[config.mk]
export PLATFORM = sky130hd
export DESIGN_NAME = clock_source_switch_powerdown
export DESIGN_NICKNAME = d
export VERILOG_FILES = /design/src/hw/clock_source_switch_powerdown.v /design/src/hw/osc_warmup.v
export VERILOG_INCLUDE_DIRS = /design/src /design/src/hw
export SDC_FILE = /design/constraint.sdc
export NUM_CORES = 1
export LEC_CHECK = 0
export BUFFER_PORTS_ARGS = -buffer_cell sky130_fd_sc_hd__buf_2
export CAP_MARGIN = 25
export CORE_UTILIZATION = 50
export DETAILED_ROUTE_END_ITERATION = 8
export PLACE_DENSITY_LB_ADDON = 0.15
export SLEW_MARGIN = 25
export SYNTH_ARGS = -nofsm -noshare
export SYNTH_HDL_FRONTEND = slang
export SYNTH_SLANG_ARGS = --single-unit
[constraint.sdc]
create_clock -name pclk -period 3.3 [get_ports pclk]
set_input_delay 0.495 -clock pclk [delete_from_list [all_inputs] [get_ports pclk]]
set_output_delay 0.495 -clock pclk [all_outputs]
set_load 0.01 [all_outputs]
[src/hw/clk_switch_map.vh]
// Register indices, field positions, reset values and timing counts for the
// clock source switch and power-down block. Definitions only.
`ifndef CLK_SWITCH_MAP_VH
`define CLK_SWITCH_MAP_VH

// ==========================================================================
// Register indices (byte address is four times the index)
// ==========================================================================
`define PWR_CTRL_IDX   10'h087
`define CLK_SW_IDX     10'h096
`define CLK_EN_IDX     10'h097
`define TA_IDX         10'h0c7

// ==========================================================================
// Field positions
// ==========================================================================
`define PD_BIT         1
`define SEL_LO         1
`define SEL_HI         2
`define EXT_ST_BIT     3
`define SLOW_ST_BIT    4
`define FAST_ST_BIT    5
`define FAULT_BIT      0
`define FAST_EN_BIT    5
`define SLOW_EN_BIT    4
`define EXT_EN_LO      6
`define EXT_EN_HI      7

// ==========================================================================
// Codes and reset values
// ==========================================================================
`define SRC_FAST       2'b00
`define SRC_EXT        2'b01
`define SRC_SLOW       2'b10
`define SRC_RSVD       2'b11
`define EXT_ON         2'b11
`define CLK_EN_RST     8'h30
`define CLK_SW_RST     8'h30
`define TA_KEY1        8'haa
`define TA_KEY2        8'h55

// ==========================================================================
// Timing: oscillator warm-up, 8 ns clock period
// ==========================================================================
`define CLK_PERIOD_PS  8000
`define WARM_NS        2000
`define WARM_CYC       ((`WARM_NS * 1000 + `CLK_PERIOD_PS - 1) / `CLK_PERIOD_PS)

`endif

[src/hw/clock_source_switch_powerdown.v]
// System clock source selection and power-down control, APB register slave.
// Assumes all inputs synchronous to pclk; wake and reset requests are
// already gated by their enables outside this block.
//
// Operation
// - Power-down bit stops clock, freezes CPU
// - Power-down keeps RAM and port outputs
// - Flash stopped during power-down
// - All resets but software reset wake
// - Pin or power-on reset restarts CPU; hw_reset_req is ignored while in PM_WAKE
// - External interrupt restarts clock, then service
// - Only external, pin, brown-out interrupts wake
// - Fast, slow, external sources selectable
// - Fast oscillator enabled by enable bit 5
// - Slow oscillator runs from power-up
// - Reset: both oscillators on, fast selected
// - Internal source releases external pin
// - Protected writes need unlock sequence
// - Disabling active source is ignored
// - Select disabled source: update field, fault
// - Unstable target: fault, background switch
// - Status bits mean enabled and stable
// - Select codes 00 fast, 01 ext, 10 slow
// - Select field reads unreliably; here it reads back as last written
// - Hardware clears power-down bit on wake
// - External input on only when field 11
// - Fault flag bit 0, read-only
//
// Added by the designer: register access over APB.
`default_nettype none
`include "clk_switch_map.vh"

module clock_source_switch_powerdown (
  input  wire        pclk,
  input  wire        presetn,
  input  wire        psel,
  input  wire        penable,
  input  wire        pwrite,
  input  wire [11:0] paddr,
  input  wire [31:0] pwdata,
  input  wire [3:0]  pstrb,
  output reg         pready,
  output reg  [31:0] prdata,
  output reg         pslverr,
  input  wire        hw_reset_req,
  input  wire        soft_reset_req,
  input  wire        ext_int_wake,
  input  wire        pin_int_wake,
  input  wire        bor_int_wake,
  output reg         fast_osc_en,
  output reg         slow_osc_en,
  output reg         ext_clk_input_en,
  output reg  [1:0]  sys_clk_src,
  output reg         xin_gpio_release,
  output reg         cpu_freeze,
  output reg         port_hold,
  output reg         flash_stop,
  output reg         cpu_init,
  output reg         wake_isr_go
);

  // =========================================================================
  // Local codes
  // =========================================================================
  localparam [1:0] PM_RUN  = 2'b00;  // Normal operation
  localparam [1:0] PM_DOWN = 2'b01;  // Clock stopped
  localparam [1:0] PM_WAKE = 2'b10;  // Waiting for clock to settle
  localparam [1:0] TA_IDLE = 2'b00;  // No key seen
  localparam [1:0] TA_HALF = 2'b01;  // First key seen
  localparam [1:0] TA_OPEN = 2'b10;  // Next protected write allowed

  localparam [7:0] EN_RST = `CLK_EN_RST;
  localparam [7:0] SW_RST = `CLK_SW_RST;

  // =========================================================================
  // State
  // =========================================================================
  reg [1:0] pm_st_ff;    // Power mode
  reg [1:0] ta_st_ff;    // Unlock sequencer
  reg       pd_bit_ff;   // Power-down request bit
  reg       fast_en_ff;  // Fast oscillator enable
  reg [1:0] ext_fld_ff;  // External input enable field
  reg       fault_ff;    // Switch fault flag
  reg [1:0] sel_ff;      // Last written select field
  reg [1:0] act_ff;      // Source actually in use
  reg       pend_ff;     // Background switch waiting

  reg [1:0] nxt_pm;
  reg [1:0] nxt_ta;
  reg       nxt_pd;
  reg       nxt_fast_en;
  reg [1:0] nxt_ext_fld;
  reg       nxt_fault;
  reg [1:0] nxt_sel;
  reg [1:0] nxt_act;
  reg       nxt_pend;
  reg       nxt_init;
  reg       nxt_isr;
  reg [31:0] nxt_rdata;
  reg        nxt_err;

  // =========================================================================
  // Source enables and stability
  // =========================================================================
  wire       sleep = (pm_st_ff == PM_DOWN);
  wire [2:0] src_en;   // Indexed by source code
  wire [2:0] osc_run;  // Enable gated by power-down
  wire [2:0] stable;   // Warm-up complete

  assign src_en[0] = fast_en_ff;
  assign src_en[1] = (ext_fld_ff == `EXT_ON);
  assign src_en[2] = 1'b1;                    // No off switch
  // All sources stop in power-down for lowest draw
  assign osc_run   = src_en & {3{~sleep}};

  // One warm-up tracker per source; fast and slow are settled at reset
  genvar gi;
  generate
    for (gi = 0; gi < 3; gi = gi + 1) begin : g_osc
      osc_warmup #(
        .RESET_STABLE (gi != 1)
      ) u_warm (
        .pclk      (pclk),
        .presetn   (presetn),
        .osc_on    (osc_run[gi]),
        .stable_ff (stable[gi])
      );
    end
  endgenerate

  // Four-entry views so the reserved code indexes a zero
  wire [3:0] en4  = {1'b0, src_en};
  wire [3:0] st4  = {1'b0, stable & osc_run};

  // =========================================================================
  // APB decode; access completes in the second access-phase cycle
  // =========================================================================
  wire       acc    = psel & penable & pready;
  wire       wr     = acc & pwrite & pstrb[0];
  wire [9:0] widx   = paddr[11:2];
  wire       hit_pc = (widx == `PWR_CTRL_IDX);
  wire       hit_sw = (widx == `CLK_SW_IDX);
  wire       hit_en = (widx == `CLK_EN_IDX);
  wire       hit_ta = (widx == `TA_IDX);
  wire       mapped = hit_pc | hit_sw | hit_en | hit_ta;
  wire       unlock = (ta_st_ff == TA_OPEN);
  wire [7:0] wbyte  = pwdata[7:0];

  // Proposed enable set from a clock-enable write
  wire [1:0] w_ext  = wbyte[`EXT_EN_HI:`EXT_EN_LO];
  wire [3:0] w_en4  = {1'b0, 1'b1, (w_ext == `EXT_ON), wbyte[`FAST_EN_BIT]};
  wire [1:0] w_sel  = wbyte[`SEL_HI:`SEL_LO];

  // =========================================================================
  // Next-state logic
  // =========================================================================
  always @* begin
    nxt_pm      = pm_st_ff;
    nxt_ta      = ta_st_ff;
    nxt_pd      = pd_bit_ff;
    nxt_fast_en = fast_en_ff;
    nxt_ext_fld = ext_fld_ff;
    nxt_fault   = fault_ff;
    nxt_sel     = sel_ff;
    nxt_act     = act_ff;
    nxt_pend    = pend_ff;
    nxt_init    = 1'b0;
    nxt_isr     = 1'b0;

    // Unlock sequencer: two keys, then one protected write
    if (wr && hit_ta) begin
      if (wbyte == `TA_KEY1) begin
        nxt_ta = TA_HALF;
      end else if (wbyte == `TA_KEY2 && ta_st_ff == TA_HALF) begin
        nxt_ta = TA_OPEN;
      end else begin
        nxt_ta = TA_IDLE;
      end
    end else if (wr) begin
      nxt_ta = TA_IDLE;  // Any other write spends the window
    end

    // Background switch once a pending target settles
    if (pend_ff && st4[sel_ff] && !sleep) begin
      nxt_act   = sel_ff;
      nxt_fault = 1'b0;
      nxt_pend  = 1'b0;
    end

    // Clock enable write, protected
    if (wr && hit_en && unlock) begin
      // Turning off the source in use drops the whole write
      if (w_en4[act_ff]) begin
        nxt_fast_en = wbyte[`FAST_EN_BIT];
        nxt_ext_fld = w_ext;
      end
    end

    // Select write, protected
    if (wr && hit_sw && unlock) begin
      nxt_sel = w_sel;  // Field always updates
      if (!en4[w_sel]) begin
        nxt_fault = 1'b1;  // Disabled or reserved, clock kept
        nxt_pend  = 1'b0;
      end else if (!st4[w_sel]) begin
        nxt_fault = 1'b1;  // Wait in the background
        nxt_pend  = 1'b1;
      end else begin
        nxt_act   = w_sel;
        nxt_fault = 1'b0;
        nxt_pend  = 1'b0;
      end
    end

    // Power control write is not protected
    if (wr && hit_pc && wbyte[`PD_BIT]) begin
      nxt_pd = 1'b1;
    end

    // Power mode sequencing
    case (pm_st_ff)
      PM_RUN: begin
        if (hw_reset_req || soft_reset_req) begin
          nxt_init = 1'b1;
        end
        if (pd_bit_ff) begin
          nxt_pm = PM_DOWN;
        end
      end
      PM_DOWN: begin
        if (hw_reset_req) begin
          nxt_pm   = PM_RUN;  // Software reset does not count
          nxt_pd   = 1'b0;
          nxt_init = 1'b1;
        end else if (ext_int_wake || pin_int_wake || bor_int_wake) begin
          nxt_pm = PM_WAKE;
          nxt_pd = 1'b0;      // Cleared before service
        end
      end
      PM_WAKE: begin
        // Service starts only on a settled clock
        if (st4[act_ff]) begin
          nxt_pm  = PM_RUN;
          nxt_isr = 1'b1;
        end
      end
      default: begin
        nxt_pm = PM_RUN;
      end
    endcase
  end

  // =========================================================================
  // Read data; select field reads as written
  // =========================================================================
  always @* begin
    nxt_rdata = 32'h0000_0000;
    nxt_err   = 1'b0;
    if (hit_sw) begin
      nxt_rdata[`FAST_ST_BIT]     = st4[0];
      nxt_rdata[`SLOW_ST_BIT]     = st4[2];
      nxt_rdata[`EXT_ST_BIT]      = st4[1];
      nxt_rdata[`SEL_HI:`SEL_LO]  = sel_ff;
    end else if (hit_en) begin
      nxt_rdata[`EXT_EN_HI:`EXT_EN_LO] = ext_fld_ff;
      nxt_rdata[`FAST_EN_BIT]          = fast_en_ff;
      // Slow source has no off switch, so its bit keeps the reset value
      nxt_rdata[`SLOW_EN_BIT]          = EN_RST[`SLOW_EN_BIT];
      nxt_rdata[`FAULT_BIT]            = fault_ff;
    end else if (hit_pc) begin
      nxt_rdata[`PD_BIT] = pd_bit_ff;
    end else if (!mapped) begin
      nxt_err = 1'b1;  // Unmapped index
    end
  end

  // =========================================================================
  // Registers
  // =========================================================================
  always @(posedge pclk or negedge presetn) begin
    if (!presetn) begin
      pm_st_ff   <= PM_RUN;
      ta_st_ff   <= TA_IDLE;
      pd_bit_ff  <= 1'b0;
      fast_en_ff <= EN_RST[`FAST_EN_BIT];
      ext_fld_ff <= EN_RST[`EXT_EN_HI:`EXT_EN_LO];
      fault_ff   <= EN_RST[`FAULT_BIT];
      sel_ff     <= SW_RST[`SEL_HI:`SEL_LO];
      act_ff     <= `SRC_FAST;
      pend_ff    <= 1'b0;
    end else begin
      pm_st_ff   <= nxt_pm;
      ta_st_ff   <= nxt_ta;
      pd_bit_ff  <= nxt_pd;
      fast_en_ff <= nxt_fast_en;
      ext_fld_ff <= nxt_ext_fld;
      fault_ff   <= nxt_fault;
      sel_ff     <= nxt_sel;
      act_ff     <= nxt_act;
      pend_ff    <= nxt_pend;
    end
  end

  // =========================================================================
  // APB answer: one wait state, all answer signals registered
  // =========================================================================
  always @(posedge pclk or negedge presetn) begin
    if (!presetn) begin
      pready  <= 1'b0;
      prdata  <= 32'h0000_0000;
      pslverr <= 1'b0;
    end else begin
      pready  <= psel & penable & ~pready;
      prdata  <= (psel & penable & ~pready & ~pwrite) ? nxt_rdata : 32'h0000_0000;
      pslverr <= psel & penable & ~pready & nxt_err;
    end
  end

  // =========================================================================
  // Outputs, registered from next state so they track mode changes
  // =========================================================================
  always @(posedge pclk or negedge presetn) begin
    if (!presetn) begin
      fast_osc_en      <= 1'b1;
      slow_osc_en      <= 1'b1;
      ext_clk_input_en <= 1'b0;
      sys_clk_src      <= `SRC_FAST;
      xin_gpio_release <= 1'b1;
      cpu_freeze       <= 1'b0;
      port_hold        <= 1'b0;
      flash_stop       <= 1'b0;
      cpu_init         <= 1'b0;
      wake_isr_go      <= 1'b0;
    end else begin
      fast_osc_en      <= nxt_fast_en & (nxt_pm != PM_DOWN);
      slow_osc_en      <= (nxt_pm != PM_DOWN);
      ext_clk_input_en <= (nxt_ext_fld == `EXT_ON) & (nxt_pm != PM_DOWN);
      sys_clk_src      <= nxt_act;
      xin_gpio_release <= (nxt_act != `SRC_EXT);
      // CPU and peripherals frozen until service may start
      cpu_freeze       <= (nxt_pm != PM_RUN);
      // Ports keep driving, memories keep content
      port_hold        <= (nxt_pm != PM_RUN);
      flash_stop       <= (nxt_pm == PM_DOWN);
      cpu_init         <= nxt_init;
      wake_isr_go      <= nxt_isr;
    end
  end

endmodule // clock_source_switch_powerdown
`default_nettype wire

[src/hw/osc_warmup.v]
// Warm-up tracker for one clock source: counts clock cycles after enable.
// Assumes the enable input is synchronous to pclk.
`default_nettype none
`include "clk_switch_map.vh"

module osc_warmup #(
  parameter RESET_STABLE = 1
) (
  input  wire pclk,
  input  wire presetn,
  input  wire osc_on,
  output reg  stable_ff
);

  localparam integer WARM_I = `WARM_CYC;   // Full-width count from the header
  localparam [8:0]   WARM   = WARM_I[8:0]; // Counter width, cut on purpose

  reg [8:0] cnt_ff;  // Cycles since enable

  // =========================================================================
  // Count up while enabled; any drop of the enable restarts warm-up
  // =========================================================================
  always @(posedge pclk or negedge presetn) begin
    if (!presetn) begin
      cnt_ff    <= 9'h000;
      stable_ff <= (RESET_STABLE != 0);
    end else if (!osc_on) begin
      cnt_ff    <= 9'h000;  // Stopped source loses stability
      stable_ff <= 1'b0;
    end else if (!stable_ff) begin
      if (cnt_ff == WARM - 9'h001) begin
        stable_ff <= 1'b1;
      end
      cnt_ff <= cnt_ff + 9'h001;
    end
  end

endmodule // osc_warmup
`default_nettype wire
# Word-level counts from Yosys, hierarchy flattened
# Cells that the tools add are included.
dict set report word_totals {
  register_bits 62
  latchBits 0
  mem_bits_rw 0
  romBits 0
  wordCells 160
  mem_count 0
}
dict set report classes {
  addsub 3
  n_mul 0
  div_mod_pow 0
  magnitude_cmp 3
  n_eq_ne 22
  shift 0
  n_mux 71
  bitwise 17
  reduce_logical 18
}
# operator count
set ops {}
lappend ops {{$mux W9} 6}
lappend ops {{$eq A10 B8 Y1 const B} 4}
lappend ops {{$mux W1} 39}
lappend ops {{$mux W2} 17}
lappend ops {{$add A9 B1 Y9 const B} 3}
lappend ops {{$eq A9 B8 Y1 const B} 3}
lappend ops {{$bmux W1 S2} 5}
lappend ops {{$eq A2 B2 Y1 const B} 5}
lappend ops {{$logic_and A1 B1 Y1} 10}
lappend ops {{$and A1 B1 Y1} 9}
lappend ops {{$lt A2 B3 Y1 const B} 3}
lappend ops {{$eq A8 B7 Y1 const B} 1}
lappend ops {{$eq A8 B8 Y1 const B} 1}
lappend ops {{$mux W8} 1}
lappend ops {{$and A3 B3 Y3} 2}
lappend ops {{$eq A2 B1 Y1 const B} 3}
lappend ops {{$ne A2 B2 Y1 const B} 3}
lappend ops {{$pmux W2 S3} 1}
lappend ops {{$reduce_bool A2 Y1} 3}
lappend ops {{$mux W4} 1}
lappend ops {{$ne A2 B1 Y1 const B} 2}
lappend ops {{$logic_or A1 B1 Y1} 3}
lappend ops {{$not A1 Y1} 3}
lappend ops {{$or A1 B1 Y1} 3}
lappend ops {{other kinds (3)} 3}

# Longest topological paths before layout
# Gate-level depths: netlist of run 1.
dict set report depth {
  ltp_word 13
  depth_mapped 7
  ltp_nobuf 6
}

# Hierarchy
# From an unflattened synthesis of run 1, not the netlist that was laid out.
dict set report unflattened {
  cells_unflattened 349
  area_unflattened_um2 3418.3
}
# module n_inst cells_per_inst area_each_um2 seq_area_each_um2
set modules_own_cells {}
lappend modules_own_cells {clock_source_switch_powerdown 1 187 1820.5 805.8}
lappend modules_own_cells {{osc_warmup at g_osc[0].u_warm ...} 2 54 533.0 251.5}
lappend modules_own_cells {{osc_warmup at g_osc[1].u_warm} 1 54 531.8 250.2}

# Worst setup path after synthesis of run 1
# OpenSTA, ideal clock, no wires.
dict set report synth_timing {
  kind {input-to-reg}
  start {in paddr[7]}
  end {reg prdata[6]}
  setup_ns 0.066
  arrival_ns 2.183
  setup_slack_ns 1.052
  cell_stages 5
  n_path_buf 0
  path_cell_list {or4b_4 -> or4b_4 -> or3_4 -> nor2_2 -> and2_1}
}
dict set report synth_between {
  elab_chain_len 4
  elab_cells_between_ends 5
}
# item line_no
set synth_rtl {}
lappend synth_rtl {{start: declaration} clock_source_switch_powerdown.v:39} ;# input wire [11:0] paddr,
lappend synth_rtl {{$eq A10 B8 Y1 (no source line)} -}
lappend synth_rtl {{$mux W4} clock_source_switch_powerdown.v:264} ;# end else if (hit_en) begin
lappend synth_rtl {{$mux W2 (*)} clock_source_switch_powerdown.v:259} ;# if (hit_sw) begin
lappend synth_rtl {{$mux W8 (*)} clock_source_switch_powerdown.v:314} ;# prdata <= (psel & penable & ~pready & ~pwrite) ? nxt_rdata : 32'h0000_0000;
lappend synth_rtl {{end signal: assignment} clock_source_switch_powerdown.v:314}
lappend synth_rtl {{end: declaration} clock_source_switch_powerdown.v:43} ;# output reg [31:0] prdata,
# Mark *: on every way between the ends. The rest lies on a longest branch, timed or not.
# A chain may end at the register's enable or synchronous reset.

# Final worst setup path of run 1
# Ends and elaborated chain as after synthesis.

==> results of run 1 <==
-- per-stage QoR --
stage	setup WS [ps]	hold WS (ps)	util
after floorplan	1052	199.4	-
after global placement	825.3	453.1	0.5698
after detailed placement	798.5	465.5	0.5698
after CTS	1153	100.3	0.6028
after global routing	1085	120.5	0.6028
final	1148	90.54	0.6028
-- layer usage --
| layer | track usage | wire length, µm |
|---|---|---|
| met2 | 0.3612 | 3167 |
| met1 | 0.2763 | 2956 |
| met4 | 0.06140 | 63 |
| met3 | 0.07333 | 322 |
| met5 | 0 | 0 |
-- how the worst max path moves through the flow --
| stage | start | end | slack [ps] | depth (start not counted) |
|---|---|---|---|---|
| floorplan | paddr[7] | prdata[6] | 1050 | 5 |
| global placement | paddr[7] | prdata[6] | 830 | 6 |
| detailed placement | paddr[7] | prdata[6] | 800 | 6 |
| CTS | paddr[7] | prdata[6] | 1150 | 6 |
| global route | paddr[7] | prdata[6] | 1080 | 6 |
| finish | paddr[7] | prdata[6] | 1150 | 6 |
-- power by group --
group | internal [mW] | total (mW) | switching (mW)
Combinational | 0.0230 | 0.0726 | 0.0495
Sequential | 0.764 | 0.766 | 0.00243
Clock | 0.349 | 0.660 | 0.311
Total | 1.14 | 1.50 | 0.363
-- kinds of logic after synthesis --
group / Yosys count / synth area share
compound gates: 48 / 0.09605
mux: 11 / 0.03724
fa+ha+maj: 6 / 0.02352
simple gates: 134 / 0.2258
xor+xnor: 17 / 0.04665
other cells: 1 / 0.001175
flops: 62 / 0.4884
buf+inv: 44 / 0.08115
-- sequential cells by signal, indices dropped and copies added (netlist names), 2 cells and up --
name,flops
ext_fld_ff,2
g_osc.u_warm.stable_ff,3
prdata,8
sel_ff,2
sys_clk_src,2
ta_st_ff,2
g_osc.u_warm.cnt_ff,27
pm_st_ff,2
-- worst max-delay path: stages --
cell and delay (ps):
sky130_fd_sc_hd__buf_2 100, sky130_fd_sc_hd__or4b_4 550, sky130_fd_sc_hd__or4b_4 560, sky130_fd_sc_hd__or3_4 420, sky130_fd_sc_hd__nor2_2 130, sky130_fd_sc_hd__and2_1 170
-- cells in the mapped netlist (7+ instances only) --
cell type / instances
sky130_fd_sc_hd__a21oi_1: 16
sky130_fd_sc_hd__buf_4: 25
sky130_fd_sc_hd__dfrtp_1: 56
sky130_fd_sc_hd__inv_1: 14
sky130_fd_sc_hd__mux2_2: 7
sky130_fd_sc_hd__nand2_1: 23
sky130_fd_sc_hd__nand3_1: 11
sky130_fd_sc_hd__nor2_1: 39
sky130_fd_sc_hd__o21ai_0: 9
sky130_fd_sc_hd__or3_1: 9
sky130_fd_sc_hd__xor2_1: 12
-- layout make-up --
class                           count  area (µm²)
Multi-Input combinational cell    240        1460
Clock buffer                        9       123.9
Timing Repair Buffer               52       267.8
Fill cell                         550        2394
Tap cell                           75       93.84
Sequential cell                    62        1559
Inverter                           14       52.55
Clock inverter                      7       75.07
==> flow_results.xml, run 1 <==
<?xml version="1.0" encoding="UTF-8"?>
<metrics>
  <group name="setup_path">
    <metric name="critPathArrivalTime" unit="ps">2420</metric>
    <metric name="crit_fanout" unit="">5</metric>
    <metric name="critical_path.endpoint_type" unit="">register</metric>
    <metric name="reg2reg_slack" unit="ps">1200</metric>
    <metric name="path_class" unit="">in2reg</metric>
    <metric name="worstRegToRegCells" unit="">6</metric>
    <metric name="worstReg2RegStart" unit="">pm_st_ff[0]</metric>
    <metric name="r2r_end" unit="">sys_clk_src[0]</metric>
    <metric name="timing.critical_path.required" unit="ps">3570</metric>
    <metric name="startpoint_type" unit="">input port</metric>
  </group>
  <group name="outcome">
    <metric name="status" unit="">finished, final reports clean</metric>
  </group>
  <group name="yosys">
    <metric name="share_of_yosys_cell_area_claimed_by_the_top_area_cell_type" unit="">0.4390</metric>
    <metric name="post_synth_main_area_contributors" unit="">sky130_fd_sc_hd__dfrtp_1 44%, sky130_fd_sc_hd__buf_4 5.9%, sky130_fd_sc_hd__dfstp_2 4.9%</metric>
    <metric name="synth_largest_area_cell" unit="">sky130_fd_sc_hd__dfrtp_1</metric>
    <metric name="async_sr_flop_fraction" unit="">1.000</metric>
    <metric name="synth_cell_types" unit="">52</metric>
    <metric name="ys.flop_type" unit="">sky130_fd_sc_hd__dfrtp_1</metric>
    <metric name="postSynthAreaPerCell" unit="µm²">9.882</metric>
    <metric name="synth_seq_cells" unit="">62</metric>
    <metric name="synthesis.yosys.warnings" unit="">0</metric>
    <metric name="synth.cell_area" unit="mm²">0.003192</metric>
    <metric name="synth_sequential_area_ratio" unit="">0.4884</metric>
    <metric name="synth_edf_count" unit="">0</metric>
    <metric name="syn-instance-count" unit="">323</metric>
  </group>
  <group name="timing">
    <metric name="rsz0062_at_grt" unit="">no</metric>
    <metric name="slew_viol_final" unit="">0</metric>
    <metric name="relSlewSlack" unit="">0.5953</metric>
    <metric name="post-route-min-period" unit="ps">2152</metric>
    <metric name="fin_crit_sh" unit="">0.6522</metric>
    <metric name="worst-slew-pin-transition" unit="ps">601.4</metric>
    <metric name="timing.final.setup_violations" unit="">0</metric>
    <metric name="setup-tns-final" unit="ps">0</metric>
    <metric name="hold_viol" unit="">0</metric>
    <metric name="fmax" unit="GHz">0.4646</metric>
    <metric name="clock_skew" unit="ps">7.174</metric>
  </group>
  <group name="grt">
    <metric name="first_global_vias" unit="">2350</metric>
    <metric name="grt_pass1_wl" unit="mm">10.96</metric>
    <metric name="grt_max_degree" unit="">30</metric>
    <metric name="grt.total_usage" unit="">0.2202</metric>
    <metric name="grt-ovfl-total" unit="">0</metric>
    <metric name="grt_antenna_before_repair" unit="">0</metric>
  </group>
  <group name="clocking">
    <metric name="post_cts.repair.setup_buffers" unit="">0</metric>
    <metric name="root_buffer_selected_by_cts" unit="">sky130_fd_sc_hd__clkbuf_8</metric>
    <metric name="cts_htree_levels" unit="">3</metric>
    <metric name="cts_tree" unit="">built</metric>
    <metric name="cts_inserted_buffers" unit="">9</metric>
    <metric name="path_clk_slew" unit="ps">70</metric>
    <metric name="cts.repair.resized" unit="">0</metric>
    <metric name="cts_hold_repair.buffers" unit="">0</metric>
    <metric name="clk_path_buf_depth" unit="">2</metric>
    <metric name="clkSinkCount" unit="">62</metric>
    <metric name="insertion_delay" unit="ps">340</metric>
  </group>
  <group name="final_layout">
    <metric name="final_net_count" unit="">443</metric>
    <metric name="layout.cells.most_common_list" unit="">56 x sky130_fd_sc_hd__dfrtp_1, 49 x sky130_fd_sc_hd__buf_2, 39 x sky130_fd_sc_hd__nor2_1</metric>
    <metric name="final-instance-count-excl-fill" unit="">459</metric>
    <metric name="layout.cells.most_common" unit="">sky130_fd_sc_hd__dfrtp_1</metric>
    <metric name="post_route_cells_drive_above_1_share" unit="">0.2370</metric>
    <metric name="synthToLayoutAreaGrowth" unit="%">13.80</metric>
    <metric name="antennaDiodeCount" unit="">0</metric>
    <metric name="finalInstanceArea" unit="mm²">0.003632</metric>
  </group>
  <group name="placed_design">
    <metric name="place_congestion" unit="">0.8427</metric>
    <metric name="placement.io_buffers" unit="">49</metric>
    <metric name="placement.cell_area" unit="mm²">0.003433</metric>
    <metric name="detailedPlacementHpwl" unit="mm">4.790</metric>
    <metric name="dp.cells" unit="">443</metric>
  </group>
  <group name="worst_hold_path">
    <metric name="holdCritPathClass" unit="">in2async</metric>
  </group>
  <group name="route">
    <metric name="routed-via-count" unit="">2465</metric>
    <metric name="drt_wl_total" unit="mm">6.510</metric>
    <metric name="drt_first_iter_violations" unit="">108</metric>
    <metric name="post-route-drc-count" unit="">0</metric>
    <metric name="firstDrtPassIters" unit="">4</metric>
    <metric name="drt.antenna.violating_nets" unit="">0</metric>
    <metric name="vias_per_cell" unit="">5.370</metric>
    <metric name="routed_wire_length_per_instance" unit="µm">14.18</metric>
  </group>
  <group name="floorplanning">
    <metric name="core.rowCount" unit="">28</metric>
    <metric name="pin_count" unit="">103</metric>
    <metric name="floorplan.die.height" unit="µm">81.90</metric>
    <metric name="die_w" unit="µm">81.90</metric>
    <metric name="core_footprint" unit="mm²">0.006026</metric>
    <metric name="dieArea" unit="mm²">0.006707</metric>
    <metric name="start_util" unit="">0.5297</metric>
  </group>
  <group name="power">
    <metric name="report.power.total" unit="mW">1.499</metric>
    <metric name="cellPowerDensity" unit="mW/mm²">412.6</metric>
    <metric name="leakage" unit="nW">1.639</metric>
    <metric name="ir_drop" unit="µV">302.5</metric>
  </group>
  <group name="flow_run">
    <metric name="maxcap_viol_count" unit="">0</metric>
  </group>
</metrics>
(Power assumes the default switching activity.)
==> run 2, diff against run 1 <==
--- a/config.mk
+++ b/config.mk
@@ -8,7 +8,7 @@
 export LEC_CHECK = 0
 export BUFFER_PORTS_ARGS = -buffer_cell sky130_fd_sc_hd__buf_2
 export CAP_MARGIN = 25
-export CORE_UTILIZATION = 50
+export CORE_UTILIZATION = 46
 export DETAILED_ROUTE_END_ITERATION = 8
 export PLACE_DENSITY_LB_ADDON = 0.15
 export SLEW_MARGIN = 25
==> constraint.sdc (replaced) <==
create_clock -name pclk -period 1.8 [get_ports pclk]
set_input_delay 0.27 -clock pclk [delete_from_list [all_inputs] [get_ports pclk]]
set_output_delay 0.27 -clock pclk [all_outputs]
set_load 0.01 [all_outputs]
==> run 2 against run 1 <==
The run now ends with setup timing left. Critical path depth did not move. First-iteration DRC count up 42%. Setup slack worse by 1200 ps. Utilization shrank 1.1 points. Wire length up 6.1%. Sequential power increased by 84%. Sequential cell count unchanged. Register-to-register slack got worse by 1100 ps. Final cell count grew 4.6%. Design area is 6.5% higher. Critical endpoint is now prdata[7].
==> flow_results.xml, run 2 (synthesized netlist as in run 1, its figures left out) <==
<?xml version="1.0" encoding="UTF-8"?>
<metrics>
  <group name="setup_path">
    <metric name="path_class" unit="">in2reg</metric>
    <metric name="critical-path-max-stage-delay" unit="ps">540</metric>
    <metric name="critical_path.cell_chain" unit="">buf_6 &gt; or4b_4 &gt; or4b_4 &gt; or3_4 &gt; nor2_4 &gt; and2_4</metric>
    <metric name="startpoint_type" unit="">input port</metric>
    <metric name="slowest_cell_on_the_critical_path" unit="">sky130_fd_sc_hd__or4b_4</metric>
    <metric name="crit_top_cell" unit="">sky130_fd_sc_hd__or4b_4</metric>
    <metric name="crit_fanout" unit="">5</metric>
    <metric name="timing.critical_path.required" unit="ps">2080</metric>
    <metric name="worstRegToRegCells" unit="">5</metric>
    <metric name="cell_count_along_the_critical_path" unit="">6</metric>
    <metric name="critical_path.endpoint_type" unit="">register</metric>
    <metric name="critPathArrivalTime" unit="ps">2080</metric>
    <metric name="cp_buf_inv_count" unit="">1</metric>
    <metric name="critical_path.top_delay_family" unit="">simple AND/OR/NAND/NOR gates</metric>
  </group>
  <group name="power">
    <metric name="ir_drop" unit="µV">385.3</metric>
    <metric name="switching_share" unit="">0.2166</metric>
    <metric name="reg_power_frac" unit="">0.478</metric>
    <metric name="p_switching" unit="mW">0.6367</metric>
    <metric name="comb_power_share" unit="">0.048</metric>
    <metric name="cell_internal_power_dissipation" unit="mW">2.303</metric>
    <metric name="cellPowerDensity" unit="mW/mm²">760.2</metric>
    <metric name="power.share.clock" unit="">0.474</metric>
    <metric name="leakage" unit="nW">1.787</metric>
  </group>
  <group name="route">
    <metric name="routed_wire_length_per_instance" unit="µm">14.39</metric>
    <metric name="vias_per_cell" unit="">5.252</metric>
    <metric name="drt_wl_total" unit="mm">6.905</metric>
    <metric name="firstDrtPassIters" unit="">4</metric>
    <metric name="drt_first_iter_violations" unit="">153</metric>
    <metric name="routed-via-count" unit="">2521</metric>
    <metric name="post-route-drc-count" unit="">0</metric>
    <metric name="drt.antenna.violating_nets" unit="">0</metric>
  </group>
  <group name="clocking">
    <metric name="clk_path_buf_depth" unit="">2</metric>
    <metric name="post_cts.repair.setup_buffers" unit="">0</metric>
    <metric name="path_clk_slew" unit="ps">70</metric>
    <metric name="cts_inserted_buffers" unit="">9</metric>
    <metric name="clkSinkCount" unit="">62</metric>
    <metric name="cts_tree" unit="">built</metric>
    <metric name="cts_htree_levels" unit="">3</metric>
    <metric name="insertion_delay" unit="ps">340</metric>
    <metric name="root_buffer_selected_by_cts" unit="">sky130_fd_sc_hd__clkbuf_8</metric>
  </group>
  <group name="final_layout">
    <metric name="layout.cells.most_common_list" unit="">56 x sky130_fd_sc_hd__dfrtp_1, 48 x sky130_fd_sc_hd__buf_2, 39 x sky130_fd_sc_hd__nor2_1</metric>
    <metric name="final-instance-count-excl-fill" unit="">480</metric>
    <metric name="number_of_flip_flops_under_the_largest_register_name" unit="">27</metric>
    <metric name="layout.cells.most_common" unit="">sky130_fd_sc_hd__dfrtp_1</metric>
    <metric name="antennaDiodeCount" unit="">0</metric>
    <metric name="final_net_count" unit="">462</metric>
    <metric name="synthToLayoutAreaGrowth" unit="%">21.17</metric>
    <metric name="fillers" unit="">587</metric>
    <metric name="post_route_cells_drive_above_1_share" unit="">0.2829</metric>
    <metric name="largest_registers" unit="">g_osc.u_warm.cnt_ff (27), prdata (8), g_osc.u_warm.stable_ff (3)</metric>
    <metric name="max_flop_register" unit="">g_osc.u_warm.cnt_ff</metric>
  </group>
  <group name="floorplanning">
    <metric name="core_footprint" unit="mm²">0.006531</metric>
    <metric name="pin_count" unit="">103</metric>
    <metric name="start_util" unit="">0.4887</metric>
    <metric name="floorplan.die.height" unit="µm">85.30</metric>
    <metric name="core.rowCount" unit="">29</metric>
    <metric name="dieArea" unit="mm²">0.007276</metric>
    <metric name="die_w" unit="µm">85.30</metric>
  </group>
  <group name="timing">
    <metric name="clock_skew" unit="ps">6.686</metric>
    <metric name="fin_crit_sh" unit="">1.003</metric>
    <metric name="timing.final.setup_violations" unit="">2</metric>
    <metric name="worst_slack" unit="ps">-4.609</metric>
    <metric name="slew_viol_final" unit="">0</metric>
    <metric name="fmax" unit="GHz">0.5541</metric>
    <metric name="setup-tns-final" unit="ps">-6.366</metric>
    <metric name="hold_ws" unit="ps">154.1</metric>
    <metric name="hold_viol" unit="">0</metric>
    <metric name="rsz0062_at_grt" unit="">yes</metric>
    <metric name="post-route-min-period" unit="ps">1805</metric>
  </group>
  <group name="worst_hold_path">
    <metric name="min_path_cells" unit="">2</metric>
    <metric name="holdCritPathClass" unit="">in2reg</metric>
  </group>
  <group name="placed_design">
    <metric name="dp.cells" unit="">463</metric>
    <metric name="detailedPlacementHpwl" unit="mm">4.929</metric>
    <metric name="place_congestion" unit="">0.8963</metric>
    <metric name="placement.io_buffers" unit="">49</metric>
    <metric name="place_worst_setup_slack" unit="ps">-415.9</metric>
  </group>
  <group name="flow_run">
    <metric name="maxcap_viol_count" unit="">0</metric>
  </group>
  <group name="grt">
    <metric name="grt-ovfl-total" unit="">0</metric>
    <metric name="first_global_vias" unit="">2456</metric>
    <metric name="grt_antenna_before_repair" unit="">0</metric>
    <metric name="grt_max_degree" unit="">63</metric>
    <metric name="grt_pass1_wl" unit="mm">11.54</metric>
    <metric name="grt.total_usage" unit="">0.2059</metric>
  </group>
  <group name="outcome">
    <metric name="status" unit="">finished with violations</metric>
    <metric name="violated_checks" unit="">setup timing</metric>
  </group>
</metrics>
[run 2: changes by cell type in the layout (fill, tap and decap cells not counted), moves of 2 or more]
cell / previous run / this run
sky130_fd_sc_hd__buf_4: 3 / 20
sky130_fd_sc_hd__clkbuf_8: 9 / 11
sky130_fd_sc_hd__clkinv_4: 2 / 0
sky130_fd_sc_hd__clkinvlp_4: 3 / 0
[run 2: metrics by stage]
stage | utilization | cell area [µm²] | total power [mW]
detailed placement | 0.5494 | 3588 | 1.571
global placement | 0.5494 | 3588 | 1.570
floorplan | - | 3283 | 1.519
finish | 0.5921 | 3867 | 2.940
global route | 0.5921 | 3867 | 3.054
CTS | 0.5862 | 3829 | 2.967
[run 2: layer usage]
metal / GRT usage / share of wire / up-vias
met5: 0 / 0 / -
met4: 0.08939 / 0.020 / 0
met3: 0.05350 / 0.041 / 11
met2: 0.3284 / 0.47 / 69
met1: 0.2666 / 0.47 / 1212
li1: - / - / 1229
[run 2: power groups by stage]
stage	registers (mW)	clock network, mW	logic (mW)
5_1_grt	1.41	1.49	0.159
2_1_floorplan	1.43	0	0.0877
4_1_cts	1.41	1.42	0.143
6_report	1.41	1.39	0.142
3_5_place_dp	1.43	0	0.141
3_3_place_gp	1.43	0	0.140
[run 2: worst paths after layout]
kind                                    start                   endpoint  slack, ps
worst max-delay path                 paddr[7]                  prdata[7]         -5
worst min register to register       fault_ff                  prdata[0]        490
min in group asynchronous             presetn  g_osc[2].u_warm.cnt_ff[8]        450
worst min-delay path                   pwrite                  prdata[1]        150
max in group asynchronous             presetn                 fast_en_ff       1010
worst max register to register  ext_fld_ff[0]             sys_clk_src[1]         80
[run 2: worst register-to-register path: stages, from the launching register on]
cell                       delay, ps
sky130_fd_sc_hd__dfrtp_1         350
sky130_fd_sc_hd__nand2_1         140
sky130_fd_sc_hd__or4_4           540
sky130_fd_sc_hd__a311oi_4        340
sky130_fd_sc_hd__buf_4           170
sky130_fd_sc_hd__o21bai_1         60
[run 2: timing repair]
action / in CTS / in global routing
endpoints found under the hold margin: 56 / 0
pin swaps: 2 / 4
gates resized for setup: 1 / 8
setup endpoints to repair: 4 / 7
hold buffers: 1 / 0
[run 2: area by class of cell]
type	instances	area, µm²	area share
Timing Repair Buffer	71	431.7	0.1116
Multi-Input combinational cell	240	1503	0.3885
Sequential cell	62	1559	0.4031
Clock buffer	12	155.1	0.04012
Clock inverter	4	70.07	0.01812
Inverter	14	52.55	0.01359
Tap cell	77	96.34	0.02491
==> run 3, diff against run 2 <==
--- a/config.mk
+++ b/config.mk
@@ -8,9 +8,10 @@
 export LEC_CHECK = 0
 export BUFFER_PORTS_ARGS = -buffer_cell sky130_fd_sc_hd__buf_2
 export CAP_MARGIN = 25
+export CORE_MARGIN = 5
 export CORE_UTILIZATION = 46
 export DETAILED_ROUTE_END_ITERATION = 8
-export PLACE_DENSITY_LB_ADDON = 0.15
+export PLACE_DENSITY = 0.79
 export SLEW_MARGIN = 25
 export SYNTH_ARGS = -nofsm -noshare
 export SYNTH_HDL_FRONTEND = slang
==> run 3 against run 2 <==
The flow still finishes with violations (setup timing). Final cell count grew 1.5%. Clock power is 4% lower. Highest routed layer unchanged. Critical endpoint is now prdata[0]. Die area rose by 20%. First-iteration DRC count is 18% lower. Global-route usage decreased by 3.1 points. Total power is 1.6% lower. Via count rose by 1.7%. Sequential cell count unchanged. Fmax down 1.0%. Sequential share of layout area is 0.41 points lower. Critical path depth unchanged.
==> flow_results.xml, run 3 (synthesized netlist as in run 1, its figures left out) <==
<?xml version="1.0" encoding="UTF-8"?>
<metrics>
  <group name="outcome">
    <metric name="status" unit="">finished with violations</metric>
    <metric name="violated_checks" unit="">setup timing</metric>
  </group>
  <group name="route">
    <metric name="wl_met1" unit="mm">2.987</metric>
    <metric name="vias_per_cell" unit="">5.265</metric>
    <metric name="firstDrtPassIters" unit="">4</metric>
    <metric name="routed-via-count" unit="">2564</metric>
    <metric name="met2_wirelength" unit="mm">3.634</metric>
    <metric name="post-route-drc-count" unit="">0</metric>
    <metric name="drt.antenna.violating_nets" unit="">0</metric>
    <metric name="top_signal_layer_used" unit="">met4</metric>
    <metric name="drt_wl_total" unit="mm">7.159</metric>
    <metric name="drt_first_iter_violations" unit="">125</metric>
    <metric name="met3_wirelength" unit="µm">376</metric>
    <metric name="routed_wire_length_per_instance" unit="µm">14.70</metric>
  </group>
  <group name="grt">
    <metric name="grt.total_usage" unit="">0.1749</metric>
    <metric name="first_global_vias" unit="">2524</metric>
    <metric name="grt-ovfl-total" unit="">0</metric>
    <metric name="grt_antenna_before_repair" unit="">0</metric>
    <metric name="grt_max_degree" unit="">63</metric>
    <metric name="grt_pass1_wl" unit="mm">11.81</metric>
  </group>
  <group name="setup_path">
    <metric name="critical_path.top_delay_family" unit="">simple AND/OR/NAND/NOR gates</metric>
    <metric name="crit_top_cell" unit="">sky130_fd_sc_hd__or4b_4</metric>
    <metric name="cp_buf_inv_count" unit="">1</metric>
    <metric name="critical_path.endpoint_type" unit="">register</metric>
    <metric name="path_class" unit="">in2reg</metric>
    <metric name="slowest_cell_on_the_critical_path" unit="">sky130_fd_sc_hd__or4b_4</metric>
    <metric name="critical-path-max-stage-delay" unit="ps">520</metric>
    <metric name="critical_path.cell_chain" unit="">buf_6 &gt; or4b_4 &gt; or4b_4 &gt; or3_4 &gt; nor2_4 &gt; and2_4</metric>
    <metric name="reg2reg_slack" unit="ps">80</metric>
    <metric name="timing.critical_path.required" unit="ps">2080</metric>
    <metric name="startpoint_type" unit="">input port</metric>
    <metric name="crit_fanout" unit="">5</metric>
    <metric name="critPathArrivalTime" unit="ps">2100</metric>
  </group>
  <group name="timing">
    <metric name="timing.final.setup_violations" unit="">4</metric>
    <metric name="fin_crit_sh" unit="">1.013</metric>
    <metric name="fmax" unit="GHz">0.5485</metric>
    <metric name="clock_skew" unit="ps">12.17</metric>
    <metric name="hold_viol" unit="">0</metric>
    <metric name="hold_ws" unit="ps">153.5</metric>
    <metric name="worst_slack" unit="ps">-23.30</metric>
    <metric name="rsz0062_at_grt" unit="">yes</metric>
    <metric name="slew_viol_final" unit="">0</metric>
    <metric name="post-route-min-period" unit="ps">1823</metric>
  </group>
  <group name="clocking">
    <metric name="root_buffer_selected_by_cts" unit="">sky130_fd_sc_hd__clkbuf_8</metric>
    <metric name="cts_tree" unit="">built</metric>
    <metric name="path_clk_slew" unit="ps">70</metric>
    <metric name="clkSinkCount" unit="">62</metric>
    <metric name="cts_inserted_buffers" unit="">9</metric>
    <metric name="clk_path_buf_depth" unit="">2</metric>
    <metric name="cts_htree_levels" unit="">3</metric>
    <metric name="insertion_delay" unit="ps">340</metric>
  </group>
  <group name="final_layout">
    <metric name="synthToLayoutAreaGrowth" unit="%">22.42</metric>
    <metric name="final-instance-count-excl-fill" unit="">487</metric>
    <metric name="largest_registers" unit="">g_osc.u_warm.cnt_ff (27), prdata (8), g_osc.u_warm.stable_ff (3)</metric>
    <metric name="max_flop_register" unit="">g_osc.u_warm.cnt_ff</metric>
    <metric name="fillers" unit="">579</metric>
    <metric name="finish.utilization" unit="">0.5783</metric>
    <metric name="final_net_count" unit="">466</metric>
    <metric name="antennaDiodeCount" unit="">0</metric>
    <metric name="number_of_flip_flops_under_the_largest_register_name" unit="">27</metric>
    <metric name="post_route_cells_drive_above_1_share" unit="">0.2948</metric>
    <metric name="layout.cells.most_common" unit="">sky130_fd_sc_hd__dfrtp_1</metric>
    <metric name="finalInstanceArea" unit="mm²">0.003908</metric>
    <metric name="layout.cells.most_common_list" unit="">56 x sky130_fd_sc_hd__dfrtp_1, 47 x sky130_fd_sc_hd__buf_2, 39 x sky130_fd_sc_hd__nor2_1</metric>
  </group>
  <group name="floorplanning">
    <metric name="die_w" unit="µm">93.30</metric>
    <metric name="core_footprint" unit="mm²">0.006756</metric>
    <metric name="pin_count" unit="">103</metric>
    <metric name="floorplan.die.height" unit="µm">93.30</metric>
    <metric name="start_util" unit="">0.4724</metric>
    <metric name="core.rowCount" unit="">30</metric>
    <metric name="dieArea" unit="mm²">0.008705</metric>
  </group>
  <group name="power">
    <metric name="ir_drop" unit="µV">465.7</metric>
    <metric name="leakage" unit="nW">1.789</metric>
    <metric name="cellPowerDensity" unit="mW/mm²">740.4</metric>
  </group>
  <group name="placed_design">
    <metric name="dp.cells" unit="">469</metric>
    <metric name="placement.io_buffers" unit="">49</metric>
    <metric name="detailedPlacementHpwl" unit="mm">5.269</metric>
    <metric name="place_worst_setup_slack" unit="ps">-392.2</metric>
    <metric name="place_congestion" unit="">0.8887</metric>
    <metric name="placement.cell_area" unit="mm²">0.003615</metric>
  </group>
  <group name="flow_run">
    <metric name="maxcap_viol_count" unit="">0</metric>
  </group>
  <group name="worst_hold_path">
    <metric name="holdCritPathClass" unit="">in2reg</metric>
  </group>
</metrics>
## run 3: report_power, final
| part | internal, mW | leakage, nW | switching, mW |
|---|---|---|---|
| logic | 0.0518 | 0.874 | 0.0934 |
| clock network | 0.783 | 0.109 | 0.560 |
| registers | 1.40 | 0.805 | 0.00379 |
## run 3: worst paths after layout
| kind | start | endpoint | cells after the start |
|---|---|---|---|
| max | paddr[10] | prdata[0] | 6 |
| min | pwrite | prdata[1] | 2 |
| max reg2reg | g_osc[0].u_warm.stable_ff | sys_clk_src[1] | 5 |
| min reg2reg | fault_ff | prdata[0] | 1 |
| max in group asynchronous | presetn | g_osc[2].u_warm.stable_ff | 3 |
| min in group asynchronous | presetn | g_osc[1].u_warm.cnt_ff[2] | 3 |
## run 3: timing repair
action                                 in CTS  in global routing
setup endpoints to repair                   5                 13
resized for setup                           7                  4
endpoints found under the hold margin      56                  0
pin swaps                                   3                  7
hold buffers                                1                  0
setup buffers                               0                  1
## run 3: area by class of cell
class | instances | area [µm²] | share of cell area
timing repair buffer | 75 | 467.9 | 0.1198
clock buffer | 9 | 123.9 | 0.03170
clock inverter | 7 | 98.84 | 0.02530
sequential | 62 | 1559 | 0.3990
tap | 80 | 100.1 | 0.02562
inverter | 14 | 52.55 | 0.01345
multi-input combinational | 240 | 1505 | 0.3852
## run 3: stage by stage
| stage | TNS (ps) | total power [mW] |
|---|---|---|
| after floorplan | -2046 | 1.519 |
| after CTS | -0.01310 | 2.926 |
| after global routing | -40.53 | 3.021 |
| after detailed placement | -5511 | 1.569 |
| final | -48.91 | 2.893 |
| after global placement | -5088 | 1.567 |
## run 3: metal layers
layer / GRT usage / vias up
met3: 0.04747 / 15
met2: 0.2752 / 84
met1: 0.2201 / 1231
met4: 0.09035 / 0
met5: 0 / -
li1: - / 1234
